`src/pmia_pkg.sv`:
```
// pmia_pkg: offsets, field positions, reset values and carrier types
// for the monitor identity, authentication and bitmap register page.
// assumes byte addresses within one register page, word aligned.
package pmia_pkg;

	typedef struct packed {
		logic sel;
		logic wr;
		logic [15:0] addr;
		logic [31:0] wdata;
	} pmia_req_t;

	// bitmap banks, decoded on addr[15:5]
	localparam logic [10:0] BANK_CE_SET = 11'h060;
	localparam logic [10:0] BANK_CE_CLR = 11'h061;
	localparam logic [10:0] BANK_IE_SET = 11'h062;
	localparam logic [10:0] BANK_IE_CLR = 11'h063;
	localparam logic [10:0] BANK_OV_CLR = 11'h064;
	localparam logic [10:0] BANK_OV_SET = 11'h066;

	// single registers
	localparam logic [15:0] OFF_CFG = 16'h0e00;
	localparam logic [15:0] OFF_CEID_LO = 16'h0e20;
	localparam logic [15:0] OFF_CEID_HI = 16'h0e24;
	localparam logic [15:0] OFF_INTEG = 16'h0f00;
	localparam logic [15:0] OFF_AUTH = 16'h0fb8;
	localparam logic [15:0] OFF_DEVTYPE = 16'h0fcc;
	localparam logic [15:0] OFF_IDENT_LO = 16'h0fd0;
	localparam logic [15:0] OFF_IDENT_HI = 16'h0ffc;
	localparam logic [15:0] OFF_PAGE_TAIL = 16'h1000;

	// authentication status bit positions
	localparam int AUTH_TW_BUILT = 7;
	localparam int AUTH_TW_ON = 6;
	localparam int AUTH_TH_BUILT = 5;
	localparam int AUTH_TH_ON = 4;
	localparam int AUTH_OW_BUILT = 3;
	localparam int AUTH_OW_ON = 2;
	localparam int AUTH_OH_BUILT = 1;
	localparam int AUTH_OH_ON = 0;

	// event classes that may be reported: 18,17,16,10,9,8,1,0
	localparam logic [31:0] CEID0_MASK = 32'h0007_0703;
	localparam int CEID0_WRITE_EVT = 18;

	// configuration word fields
	localparam int CFG_SIZE_POS = 8;
	localparam logic [5:0] CFG_SIZE = 6'h1f;

	localparam int BITMAP_WORDS = 8;
	localparam int BITMAP_BITS = 256;
	localparam logic [255:0] BITMAP_RST = '0;
	localparam logic [31:0] AUTH_RST = 32'h0000_0000;
	localparam logic [31:0] RDATA_RST = 32'h0000_0000;

	// build defaults
	localparam logic [7:0] CNT_N_DFLT = 8'h23;
	localparam logic [31:0] EVENT_IMPL_DFLT = 32'h0007_0703;
	// identity values are arbitrary
	localparam logic [31:0] DEV_TYPE_DFLT = 32'h0000_0056;
	localparam logic [31:0] IDENT_BASE_DFLT = 32'h0000_00a0;

endpackage

```
`src/pmia_auth.sv`:
```
// pmia_auth: registered debug authentication status word.
// assumes the permission inputs are synchronous to mclk.
`timescale 1ns/1ps
module pmia_auth #(
	parameter bit SEC_EXT = 1'b1
) (
	input wire logic mclk,
	input wire logic rst,
	input wire logic dbg_allow_in,
	input wire logic watch_allow_in,
	input wire logic trusted_dbg_allow_in,
	input wire logic trusted_watch_allow_in,
	output logic [31:0] status
);
	logic [31:0] next_status;
	wire logic open_on = dbg_allow_in | watch_allow_in;
	wire logic trusted_perm = trusted_dbg_allow_in | trusted_watch_allow_in;
	wire logic tw_on = SEC_EXT ? (open_on & trusted_perm)
		: open_on;
	wire logic ow_built = SEC_EXT;
	wire logic ow_on = SEC_EXT ? open_on : 1'b0;

	always_comb begin
		next_status = '0;
		next_status[pmia_pkg::AUTH_TW_BUILT] = 1'b1;
		next_status[pmia_pkg::AUTH_TW_ON] = tw_on;
		next_status[pmia_pkg::AUTH_OW_BUILT] = ow_built;
		next_status[pmia_pkg::AUTH_OW_ON] = ow_on;
	end

	always_ff @(posedge mclk) begin
		if (rst) begin
			status <= pmia_pkg::AUTH_RST;
		end else begin
			status <= next_status;
		end
	end

	tw_off_a:
	assert property (@(posedge mclk) disable iff (rst)
		(!dbg_allow_in && !watch_allow_in) |=> !status[6])
		else $error("trusted watch on without open permission");

	tw_trust_a:
	assert property (@(posedge mclk) disable iff (rst)
		(SEC_EXT && !trusted_dbg_allow_in && !trusted_watch_allow_in)
		|=> !status[6])
		else $error("trusted watch on without trusted permission");

	ow_state_a:
	assert property (@(posedge mclk) disable iff (rst)
		!$past(rst) |-> (status[3] == SEC_EXT)
		&& (status[2] == (SEC_EXT && $past(dbg_allow_in | watch_allow_in))))
		else $error("open watch bits wrong");
endmodule

```
`src/pmia_bitmap.sv`:
```
// pmia_bitmap: one set/clear counter bitmap, eight 32-bit words.
// assumes write strobes are one-cycle and word_idx is valid with them.
`timescale 1ns/1ps
module pmia_bitmap (
	input wire logic mclk,
	input wire logic rst,
	input wire logic [7:0] cnt_n,
	input wire logic set_wr,
	input wire logic clr_wr,
	input wire logic [2:0] word_idx,
	input wire logic [31:0] wdata,
	input wire logic [255:0] hw_set,
	output logic [255:0] bits
);
	wire logic [255:0] next_bits;
	wire logic [255:0] impl_v;
	wire logic [31:0] word_impl = impl_v[word_idx*32 +: 32];
	wire logic [31:0] set_mask = wdata & word_impl;
	wire logic [31:0] hw_word = hw_set[word_idx*32 +: 32];

	genvar i;
	for (i = 0; i < pmia_pkg::BITMAP_BITS; i++) begin : g_bit
		// counter i lives in word i/32, bit i%32
		wire logic hit = (word_idx == 3'(i / 32)) && wdata[i % 32];
		assign impl_v[i] = (8'(i) <= cnt_n);
		// hardware set wins over a clear in the same cycle
		assign next_bits[i] = impl_v[i] &
			((bits[i] & ~(clr_wr & hit)) | (set_wr & hit) | hw_set[i]);
	end

	always_ff @(posedge mclk) begin
		if (rst) begin
			bits <= pmia_pkg::BITMAP_RST;
		end else begin
			bits <= next_bits;
		end
	end

	unimpl_zero_a:
	assert property (@(posedge mclk) disable iff (rst)
		(bits & ~impl_v) == '0)
		else $error("unimplemented bitmap bit is set");

	set_write_a:
	assert property (@(posedge mclk) disable iff (rst)
		set_wr |=> ((bits[$past(word_idx)*32 +: 32] & $past(set_mask))
			== $past(set_mask)))
		else $error("bitmap set write not taken");

	clr_write_a:
	assert property (@(posedge mclk) disable iff (rst)
		(clr_wr && !set_wr) |=> ((bits[$past(word_idx)*32 +: 32]
			& $past(set_mask) & ~$past(hw_word)) == '0))
		else $error("bitmap clear write not taken");
endmodule

```
`src/pmia_top.sv`:
```
// pmia_top: monitor page upper map: identity, authentication,
// configuration word and the six counter bitmap banks.
// assumes one request per cycle at most on reg_req, synchronous inputs.
`timescale 1ns/1ps
module pmia_top #(
	parameter logic [7:0] CNT_N = pmia_pkg::CNT_N_DFLT,
	parameter bit SEC_EXT = 1'b1,
	parameter logic [31:0] EVENT_IMPL = pmia_pkg::EVENT_IMPL_DFLT,
	parameter logic [31:0] DEV_TYPE = pmia_pkg::DEV_TYPE_DFLT,
	parameter logic [31:0] IDENT_BASE = pmia_pkg::IDENT_BASE_DFLT
) (
	input wire logic mclk,
	input wire logic rst,
	input wire pmia_pkg::pmia_req_t reg_req,
	input wire logic dbg_allow_in,
	input wire logic watch_allow_in,
	input wire logic trusted_dbg_allow_in,
	input wire logic trusted_watch_allow_in,
	input wire logic [255:0] ovf_event,
	output logic [31:0] reg_rdata,
	output logic reg_ack,
	output logic [255:0] count_enable,
	output logic [255:0] irq_enable,
	output logic [255:0] overflow_status
);
	logic [31:0] auth_status;
	logic [31:0] next_rdata;

	// request decode
	wire logic [15:0] waddr = {reg_req.addr[15:2], 2'b00};
	wire logic [10:0] bank = waddr[15:5];
	wire logic [2:0] widx = waddr[4:2];
	wire logic rd_req = reg_req.sel & ~reg_req.wr;
	wire logic wr_req = reg_req.sel & reg_req.wr;

	wire logic hit_ce_set = (bank == pmia_pkg::BANK_CE_SET);
	wire logic hit_ce_clr = (bank == pmia_pkg::BANK_CE_CLR);
	wire logic hit_ie_set = (bank == pmia_pkg::BANK_IE_SET);
	wire logic hit_ie_clr = (bank == pmia_pkg::BANK_IE_CLR);
	wire logic hit_ov_clr = (bank == pmia_pkg::BANK_OV_CLR);
	wire logic hit_ov_set = (bank == pmia_pkg::BANK_OV_SET);
	wire logic hit_ce = hit_ce_set | hit_ce_clr;
	wire logic hit_ie = hit_ie_set | hit_ie_clr;
	wire logic hit_ov = hit_ov_set | hit_ov_clr;

	// bank write strobes, one per set or clear view
	wire logic wr_ce_set = wr_req & hit_ce_set;
	wire logic wr_ce_clr = wr_req & hit_ce_clr;
	wire logic wr_ie_set = wr_req & hit_ie_set;
	wire logic wr_ie_clr = wr_req & hit_ie_clr;
	wire logic wr_ov_set = wr_req & hit_ov_set;
	wire logic wr_ov_clr = wr_req & hit_ov_clr;
	wire logic [2:0] top_word = 3'(CNT_N / 32);

	wire logic hit_cfg = (waddr == pmia_pkg::OFF_CFG);
	wire logic hit_ceid_lo = (waddr == pmia_pkg::OFF_CEID_LO);
	wire logic hit_auth = (waddr == pmia_pkg::OFF_AUTH);
	wire logic hit_devtype = (waddr == pmia_pkg::OFF_DEVTYPE);
	wire logic hit_ident = (waddr >= pmia_pkg::OFF_IDENT_LO) &&
		(waddr <= pmia_pkg::OFF_IDENT_HI);

	// identity word k reads base plus k
	wire logic [15:0] ident_off = waddr - pmia_pkg::OFF_IDENT_LO;
	wire logic [31:0] ident_word = IDENT_BASE + {18'h0, ident_off[15:2]};

	// bank read words, set and clear views show the same state
	wire logic [31:0] ce_word = count_enable[widx*32 +: 32];
	wire logic [31:0] ie_word = irq_enable[widx*32 +: 32];
	wire logic [31:0] ov_word = overflow_status[widx*32 +: 32];

	// read-only words
	wire logic [31:0] cfg_word = {16'h0000, 2'b00, pmia_pkg::CFG_SIZE,
		CNT_N};
	wire logic [31:0] ceid_lo_word =
		EVENT_IMPL & pmia_pkg::CEID0_MASK;

	// everything not listed, including the high event id word,
	// the integration slot and the page tail, reads zero
	always_comb begin
		next_rdata = pmia_pkg::RDATA_RST;
		if (rd_req) begin
			if (hit_ce) begin
				next_rdata = ce_word;
			end else if (hit_ie) begin
				next_rdata = ie_word;
			end else if (hit_ov) begin
				next_rdata = ov_word;
			end else if (hit_cfg) begin
				next_rdata = cfg_word;
			end else if (hit_ceid_lo) begin
				next_rdata = ceid_lo_word;
			end else if (hit_auth) begin
				next_rdata = auth_status;
			end else if (hit_devtype) begin
				next_rdata = DEV_TYPE;
			end else if (hit_ident) begin
				next_rdata = ident_word;
			end
		end
	end

	// every access is answered one cycle later, none with an error
	always_ff @(posedge mclk) begin
		if (rst) begin
			reg_rdata <= pmia_pkg::RDATA_RST;
			reg_ack <= 1'b0;
		end else begin
			reg_rdata <= next_rdata;
			reg_ack <= reg_req.sel;
		end
	end

	// bitmap banks
	pmia_bitmap u_count_enable (
		.mclk(mclk),
		.rst(rst),
		.cnt_n(CNT_N),
		.set_wr(wr_ce_set),
		.clr_wr(wr_ce_clr),
		.word_idx(widx),
		.wdata(reg_req.wdata),
		.hw_set('0),
		.bits(count_enable)
	);

	pmia_bitmap u_irq_enable (
		.mclk(mclk),
		.rst(rst),
		.cnt_n(CNT_N),
		.set_wr(wr_ie_set),
		.clr_wr(wr_ie_clr),
		.word_idx(widx),
		.wdata(reg_req.wdata),
		.hw_set('0),
		.bits(irq_enable)
	);

	// counter overflow events set status; they win over a clear
	pmia_bitmap u_overflow (
		.mclk(mclk),
		.rst(rst),
		.cnt_n(CNT_N),
		.set_wr(wr_ov_set),
		.clr_wr(wr_ov_clr),
		.word_idx(widx),
		.wdata(reg_req.wdata),
		.hw_set(ovf_event),
		.bits(overflow_status)
	);

	pmia_auth #(
		.SEC_EXT(SEC_EXT)
	) u_auth (
		.mclk(mclk),
		.rst(rst),
		.dbg_allow_in(dbg_allow_in),
		.watch_allow_in(watch_allow_in),
		.trusted_dbg_allow_in(trusted_dbg_allow_in),
		.trusted_watch_allow_in(trusted_watch_allow_in),
		.status(auth_status)
	);

	// read checks
	cfg_read_a:
	assert property (@(posedge mclk) disable iff (rst)
		(rd_req && waddr == pmia_pkg::OFF_CFG)
		|=> reg_ack && reg_rdata[7:0] == CNT_N
		&& reg_rdata[13:8] == 6'h1f)
		else $error("configuration word wrong");

	ceid_lo_a:
	assert property (@(posedge mclk) disable iff (rst)
		(rd_req && waddr == 16'h0e20)
		|=> reg_ack && reg_rdata[31:19] == '0
		&& reg_rdata[18] == EVENT_IMPL[18]
		&& reg_rdata[7:2] == '0)
		else $error("event id low word wrong");

	ceid_bits_a:
	assert property (@(posedge mclk) disable iff (rst)
		(rd_req && waddr == 16'h0e20)
		|=> reg_rdata[17:16] == EVENT_IMPL[17:16]
		&& reg_rdata[10:8] == EVENT_IMPL[10:8]
		&& reg_rdata[1:0] == EVENT_IMPL[1:0]
		&& reg_rdata[15:11] == '0)
		else $error("event class bits wrong");

	ceid_hi_a:
	assert property (@(posedge mclk) disable iff (rst)
		(rd_req && waddr == 16'h0e24) |=> reg_ack && reg_rdata == '0)
		else $error("event id high word not zero");

	resv_read_a:
	assert property (@(posedge mclk) disable iff (rst)
		(rd_req && ((waddr >= 16'h0e28 && waddr <= 16'h0e7c)
		|| (waddr >= 16'h0f00 && waddr <= 16'h0fb4)))
		|=> reg_ack && reg_rdata == '0)
		else $error("reserved word not zero");

	auth_hole_a:
	assert property (@(posedge mclk) disable iff (rst)
		(rd_req && waddr >= 16'h0fbc && waddr <= 16'h0fc8)
		|=> reg_ack && reg_rdata == '0)
		else $error("reserved word after auth not zero");

	page_tail_a:
	assert property (@(posedge mclk) disable iff (rst)
		(rd_req && waddr >= 16'h1000) |=> reg_ack && reg_rdata == '0)
		else $error("page tail not zero");

	ident_read_a:
	assert property (@(posedge mclk) disable iff (rst)
		(rd_req && waddr == 16'h0fd0) |=> reg_rdata == IDENT_BASE)
		else $error("first identity word wrong");

	devtype_read_a:
	assert property (@(posedge mclk) disable iff (rst)
		(rd_req && waddr == 16'h0fcc) |=> reg_rdata == DEV_TYPE)
		else $error("device type word wrong");

	auth_fixed_a:
	assert property (@(posedge mclk) disable iff (rst)
		(rd_req && waddr == 16'h0fb8 && !$past(rst))
		|=> reg_rdata[31:7] == 25'h1
		&& reg_rdata[5:4] == 2'b00 && reg_rdata[1:0] == 2'b00)
		else $error("fixed auth bits wrong");

	bank_alias_a:
	assert property (@(posedge mclk) disable iff (rst)
		(rd_req && (hit_ce || hit_ie || hit_ov) && widx > 3'(CNT_N / 32))
		|=> reg_ack && reg_rdata == '0)
		else $error("bitmap word above top instance not zero");

	ack_every_a:
	assert property (@(posedge mclk) disable iff (rst)
		reg_req.sel |=> reg_ack ##1 (reg_ack == $past(reg_req.sel)))
		else $error("access not answered");

	// answer checks
	wr_quiet_a:
	assert property (@(posedge mclk) disable iff (rst)
		wr_req |=> reg_ack && reg_rdata == '0)
		else $error("write answered with data");

	idle_quiet_a:
	assert property (@(posedge mclk) disable iff (rst)
		!reg_req.sel |=> !reg_ack && reg_rdata == '0)
		else $error("answer without a request");

	ident_last_a:
	assert property (@(posedge mclk) disable iff (rst)
		(rd_req && waddr == pmia_pkg::OFF_IDENT_HI)
		|=> reg_rdata == IDENT_BASE + 32'h0000_000b)
		else $error("last identity word wrong");

	auth_read_a:
	assert property (@(posedge mclk) disable iff (rst)
		(rd_req && hit_auth) |=> reg_rdata == $past(auth_status))
		else $error("auth status not returned");

	// bank view checks
	ce_read_a:
	assert property (@(posedge mclk) disable iff (rst)
		(rd_req && hit_ce) |=> reg_rdata == $past(ce_word))
		else $error("count enable word not returned");

	ie_read_a:
	assert property (@(posedge mclk) disable iff (rst)
		(rd_req && hit_ie) |=> reg_rdata == $past(ie_word))
		else $error("irq enable word not returned");

	ov_read_a:
	assert property (@(posedge mclk) disable iff (rst)
		(rd_req && hit_ov) |=> reg_rdata == $past(ov_word))
		else $error("overflow word not returned");

	// write side checks
	bank_ro_a:
	assert property (@(posedge mclk) disable iff (rst)
		(wr_req && !hit_ce && !hit_ie && !hit_ov)
		|=> $stable(count_enable) && $stable(irq_enable))
		else $error("write outside the banks changed state");

	ce_absent_a:
	assert property (@(posedge mclk) disable iff (rst)
		(wr_ce_set && widx > top_word) |=> $stable(count_enable))
		else $error("write to absent count enable word took");

	ie_absent_a:
	assert property (@(posedge mclk) disable iff (rst)
		(wr_ie_set && widx > top_word) |=> $stable(irq_enable))
		else $error("write to absent irq enable word took");

	ovf_wins_a:
	assert property (@(posedge mclk) disable iff (rst)
		ovf_event[0] |=> overflow_status[0])
		else $error("overflow event lost");
endmodule

```
`config.mk`:
```
export PLATFORM = sky130hd
export DESIGN_NAME = pmia_top
export DESIGN_NICKNAME = d
export VERILOG_FILES = /design/src/pmia_pkg.sv /design/src/pmia_auth.sv /design/src/pmia_bitmap.sv /design/src/pmia_top.sv
export SDC_FILE = /design/constraint.sdc
export NUM_CORES = 1
export LEC_CHECK = 0
export ABC_AREA = 0
export ABC_CLOCK_PERIOD_IN_PS = 3780
export BUFFER_PORTS_ARGS = -buffer_cell sky130_fd_sc_hd__buf_2
export CORE_AREA = 4 4 436 438
export DETAILED_ROUTE_END_ITERATION = 12
export DIE_AREA = 0 0 440 442
export PLACE_DENSITY = 0.3
export SYNTH_ARGS = -nofsm -noshare
export SYNTH_HDL_FRONTEND = slang
export SYNTH_SLANG_ARGS = --single-unit
```
`constraint.sdc`:
```
create_clock -name mclk -period 3.78 [get_ports mclk]
set_clock_uncertainty 0.2 [all_clocks]
set_input_delay 0.567 -clock mclk [delete_from_list [all_inputs] [get_ports mclk]]
set_output_delay 0.567 -clock mclk [all_outputs]
set_load 0.02 [all_outputs]
```
==> run summary <==
Post-synth top area share: 0.4144
Hold_ws: 0.08572 ns
Compound-Gate Fraction of Synth Area: 0.1447
Distinct cells, synth: 64
Largest family of logic cells by synthesized area: buffers and inverters
Combinational power share: 0.218
DRC viols: 0
WS Path Type: primary input to flop
First drt pass iteration count: 7
Ys async rst share: 0
Vias per cell: 2.211
Initial antenna violation count: 46
FILL cells: 22,190
Fin util: 0.07807
Simple logic cell fraction of the synthesized area: 0.1109
Routability cong.: 0.7605
Syn_area_per_cell: 7.715 sq um
EDFF count, synth: 0
Setup Viol. Count Final: 0
Clock Pin Slew Worst Setup and Hold Paths: 0.07 ns
HPWL Detailed: 55.21 mm
H-tree levels: 4
Lkg Pwr: 5.920 nW
First-pass GRT wire length: 82.89 mm
GRT Util Overall: 0.06459
Worst slew pin tran: 0.9351 ns
Most frequent cell after synthesis: buf_4
Crit end category: flop
Most used DFF post-synth: dfxtp_1
Total Neg Setup Slack: 0 ns
CTS tree: built
Worst Hold Launch: trusted_watch_allow_in
Pint: 2.713 mW
Nets@finish: 2,094
Area leader, netlist: buf_4
Min Tclk post-route: 3.014 ns
Hold Fails Final Rpt: 0
Warnings, synthesis: 0
Final WL: 66.35 mm
RSZ-0062 raised after global routing: no
Post-Synth XOR/XNOR Area: 0.007324
Critical Path Fanout Max: 8
RR Endpoint: reg_rdata[3]$_SDFF_PP0_
Vias in the first global route: 8,223
Post-Synth Adder-Cell Area: 0.006278
Worst hold endpoint: u_auth.status[6]$_SDFF_PP0_
Hold depth: 2
Synthesized flop and latch total: 144
Post_cts resized: 0
CTS buffer count: 17
Clk Latency, worst-skew pair: 0.50 ns
Crit path launch type: primary input
PwrDens: 305.5 mW/mm^2
Syn Std Cell Area: 0.01196 sq mm
Path depth of the worst reg2reg path: 5
Post-CTS Setup Repair Bufs: 0
Die area: 0.1945 sq mm
Area of the core: 0.1866 sq mm
# hold bufs at CTS: 0
Sequential cell area fraction in the yosys report: 0.2411
Mux contribution to synthesized area: 0.03683
CTS sink count: 144
Share of post-route cells with drive strength above 1: 0.1828
Slew headroom: 0.3766
Result of the run: completed
Gr ovfl total: 0
Die extent in y: 442 um
Slew Limit Fails: 0
CP arrival: 3.21 ns
DR WL/cell: 15.46 um
Final period util: 0.7973
Buffers on Ports: 230
Die Wd: 440 um
Max-Cap Viols: 0
Largest net degree at the start of global routing: 56
Antenna-violating nets left: 0
I/O pin count: 1,113
Vias: 9,491
Crit Reg-Reg Startpoint: u_count_enable.bits[35]$_SDFF_PP0_
Switching share of power: 0.3905
Max rail drop VDD: 0.3598 mV
Post-Synthesis Cells: 1,550
Highest Clock Rate: 331.8 MHz
Part of the power in the clock network: 0.427
Area grow syn2layout: 21.84%
Root Buffer: clkbuf_16
Sw Pwr: 1.738 mW
Clk buf depth: 2
Power share of the sequential group: 0.355
FF-to-FF setup slack: 1.86 ns
Initial core utilization: 0.06408
Synth top cells by count: buf_4, a21oi_1, dfxtp_1
Hold/Removal Path Class: primary input to flop
CP Data Required Time: 3.98 ns
Iteration-0 DRC Markers: 467
Synth top area cells: buf_4, dfxtp_1, a21oi_1
Num rows: 159
-- sequential cells by signal, summed over array words and instances (netlist names) --
| name | cells |
|---|---|
| u_overflow.bits | 36 |
| u_count_enable.bits | 36 |
| u_auth.status | 3 |
| reg_rdata | 32 |
| reg_ack | 1 |
| u_irq_enable.bits | 36 |
-- per-stage QoR --
stage	std cells	area [sq um]	setup WS (ns)	power (mW)
detailed placement	4252	13940	0.2448	2.575
floorplan	2209	14430	0.6184	2.875
global placement	4252	13940	0.2208	2.576
global route	4285	14550	0.6203	4.666
CTS	4284	14550	0.7623	4.546
finish	4293	14570	0.7660	4.451
-- how the worst max path moves through the flow --
stage / to / cells past startpoint / from
2_1_floorplan: reg_rdata[13]$_SDFF_PP0_ / 11 / reg_req[38]
3_3_place_gp: u_count_enable.bits[6]$_SDFF_PP0_ / 8 / reg_req[46]
3_5_place_dp: u_count_enable.bits[19]$_SDFF_PP0_ / 8 / reg_req[46]
4_1_cts: u_count_enable.bits[8]$_SDFF_PP0_ / 8 / reg_req[46]
5_1_grt: u_count_enable.bits[8]$_SDFF_PP0_ / 8 / reg_req[43]
6_report: reg_rdata[14]$_SDFF_PP0_ / 9 / reg_req[37]
-- kinds of logic after synthesis --
kind of cell	Yosys count
buf+inv	776
compound gates	303
simple gates	266
flops	144
mux	44
xor+xnor	10
fa+ha+maj	6
other cells	1
-- cell type report --
cell class	instances	area, sq um	area share
Clock buffer	18	429.2	0.02946
Tap cell	2495	3122	0.2143
Sequential cell	144	2883	0.1979
Antenna cell	9	22.52	0.001546
Clock inverter	14	181.4	0.01245
Inverter	42	157.7	0.01082
Multi-Input combinational cell	1289	6177	0.4240
Timing Repair Buffer	282	1597	0.1096
-- power by group through the flow --
stage / combinational [mW] / clock [mW] / sequential [mW]
after floorplan: 1.24 / 0 / 1.63
after global placement: 0.959 / 0 / 1.62
after detailed placement: 0.958 / 0 / 1.62
after CTS: 0.960 / 2.00 / 1.58
after global routing: 1.04 / 2.04 / 1.58
final: 0.971 / 1.90 / 1.58
-- metal layers --
metal,track usage,share of wire
met3,0.01938,0.073
met2,0.1176,0.52
met4,0.01474,0.018
met5,0,0.0027
met1,0.07341,0.38
-- layout by cell type (no fill, tap or decap), types with 3 or more instances in the layout --
master        n
a211oi_1      4
a21oi_1     144
a221oi_1      5
a222oi_1      4
a22oi_1      18
a311oi_1      3
a31oi_1       6
and3_1        7
and4_1        3
buf_12        4
buf_2       228
buf_4        50
bufinv_16     3
clkbuf_16    17
clkinv_4      3
clkinvlp_4    3
conb_1      660
dfxtp_1     144
diode_2       9
ha_1          6
inv_1        42
inv_6         3
mux2i_1      44
nand2_1      73
nand2b_1      3
nand3_1      76
nor2_1       52
nor3_1        9
nor4_1        6
nor4b_1       3
o21a_1        7
o21ai_0      80
o21ai_1       7
o22ai_1       3
o31ai_1       3
or3_1         3
xnor2_1       8
-- critical path, stage by stage --
cell,delay (ns)
buf_2,0.21
inv_1,0.12
ha_1,0.30
or3b_1,0.40
a311oi_1,0.27
a211oi_1,0.13
or4_4,0.57
or3b_1,0.39
a21oi_1,0.23
Power figures use the tool's default switching activity.
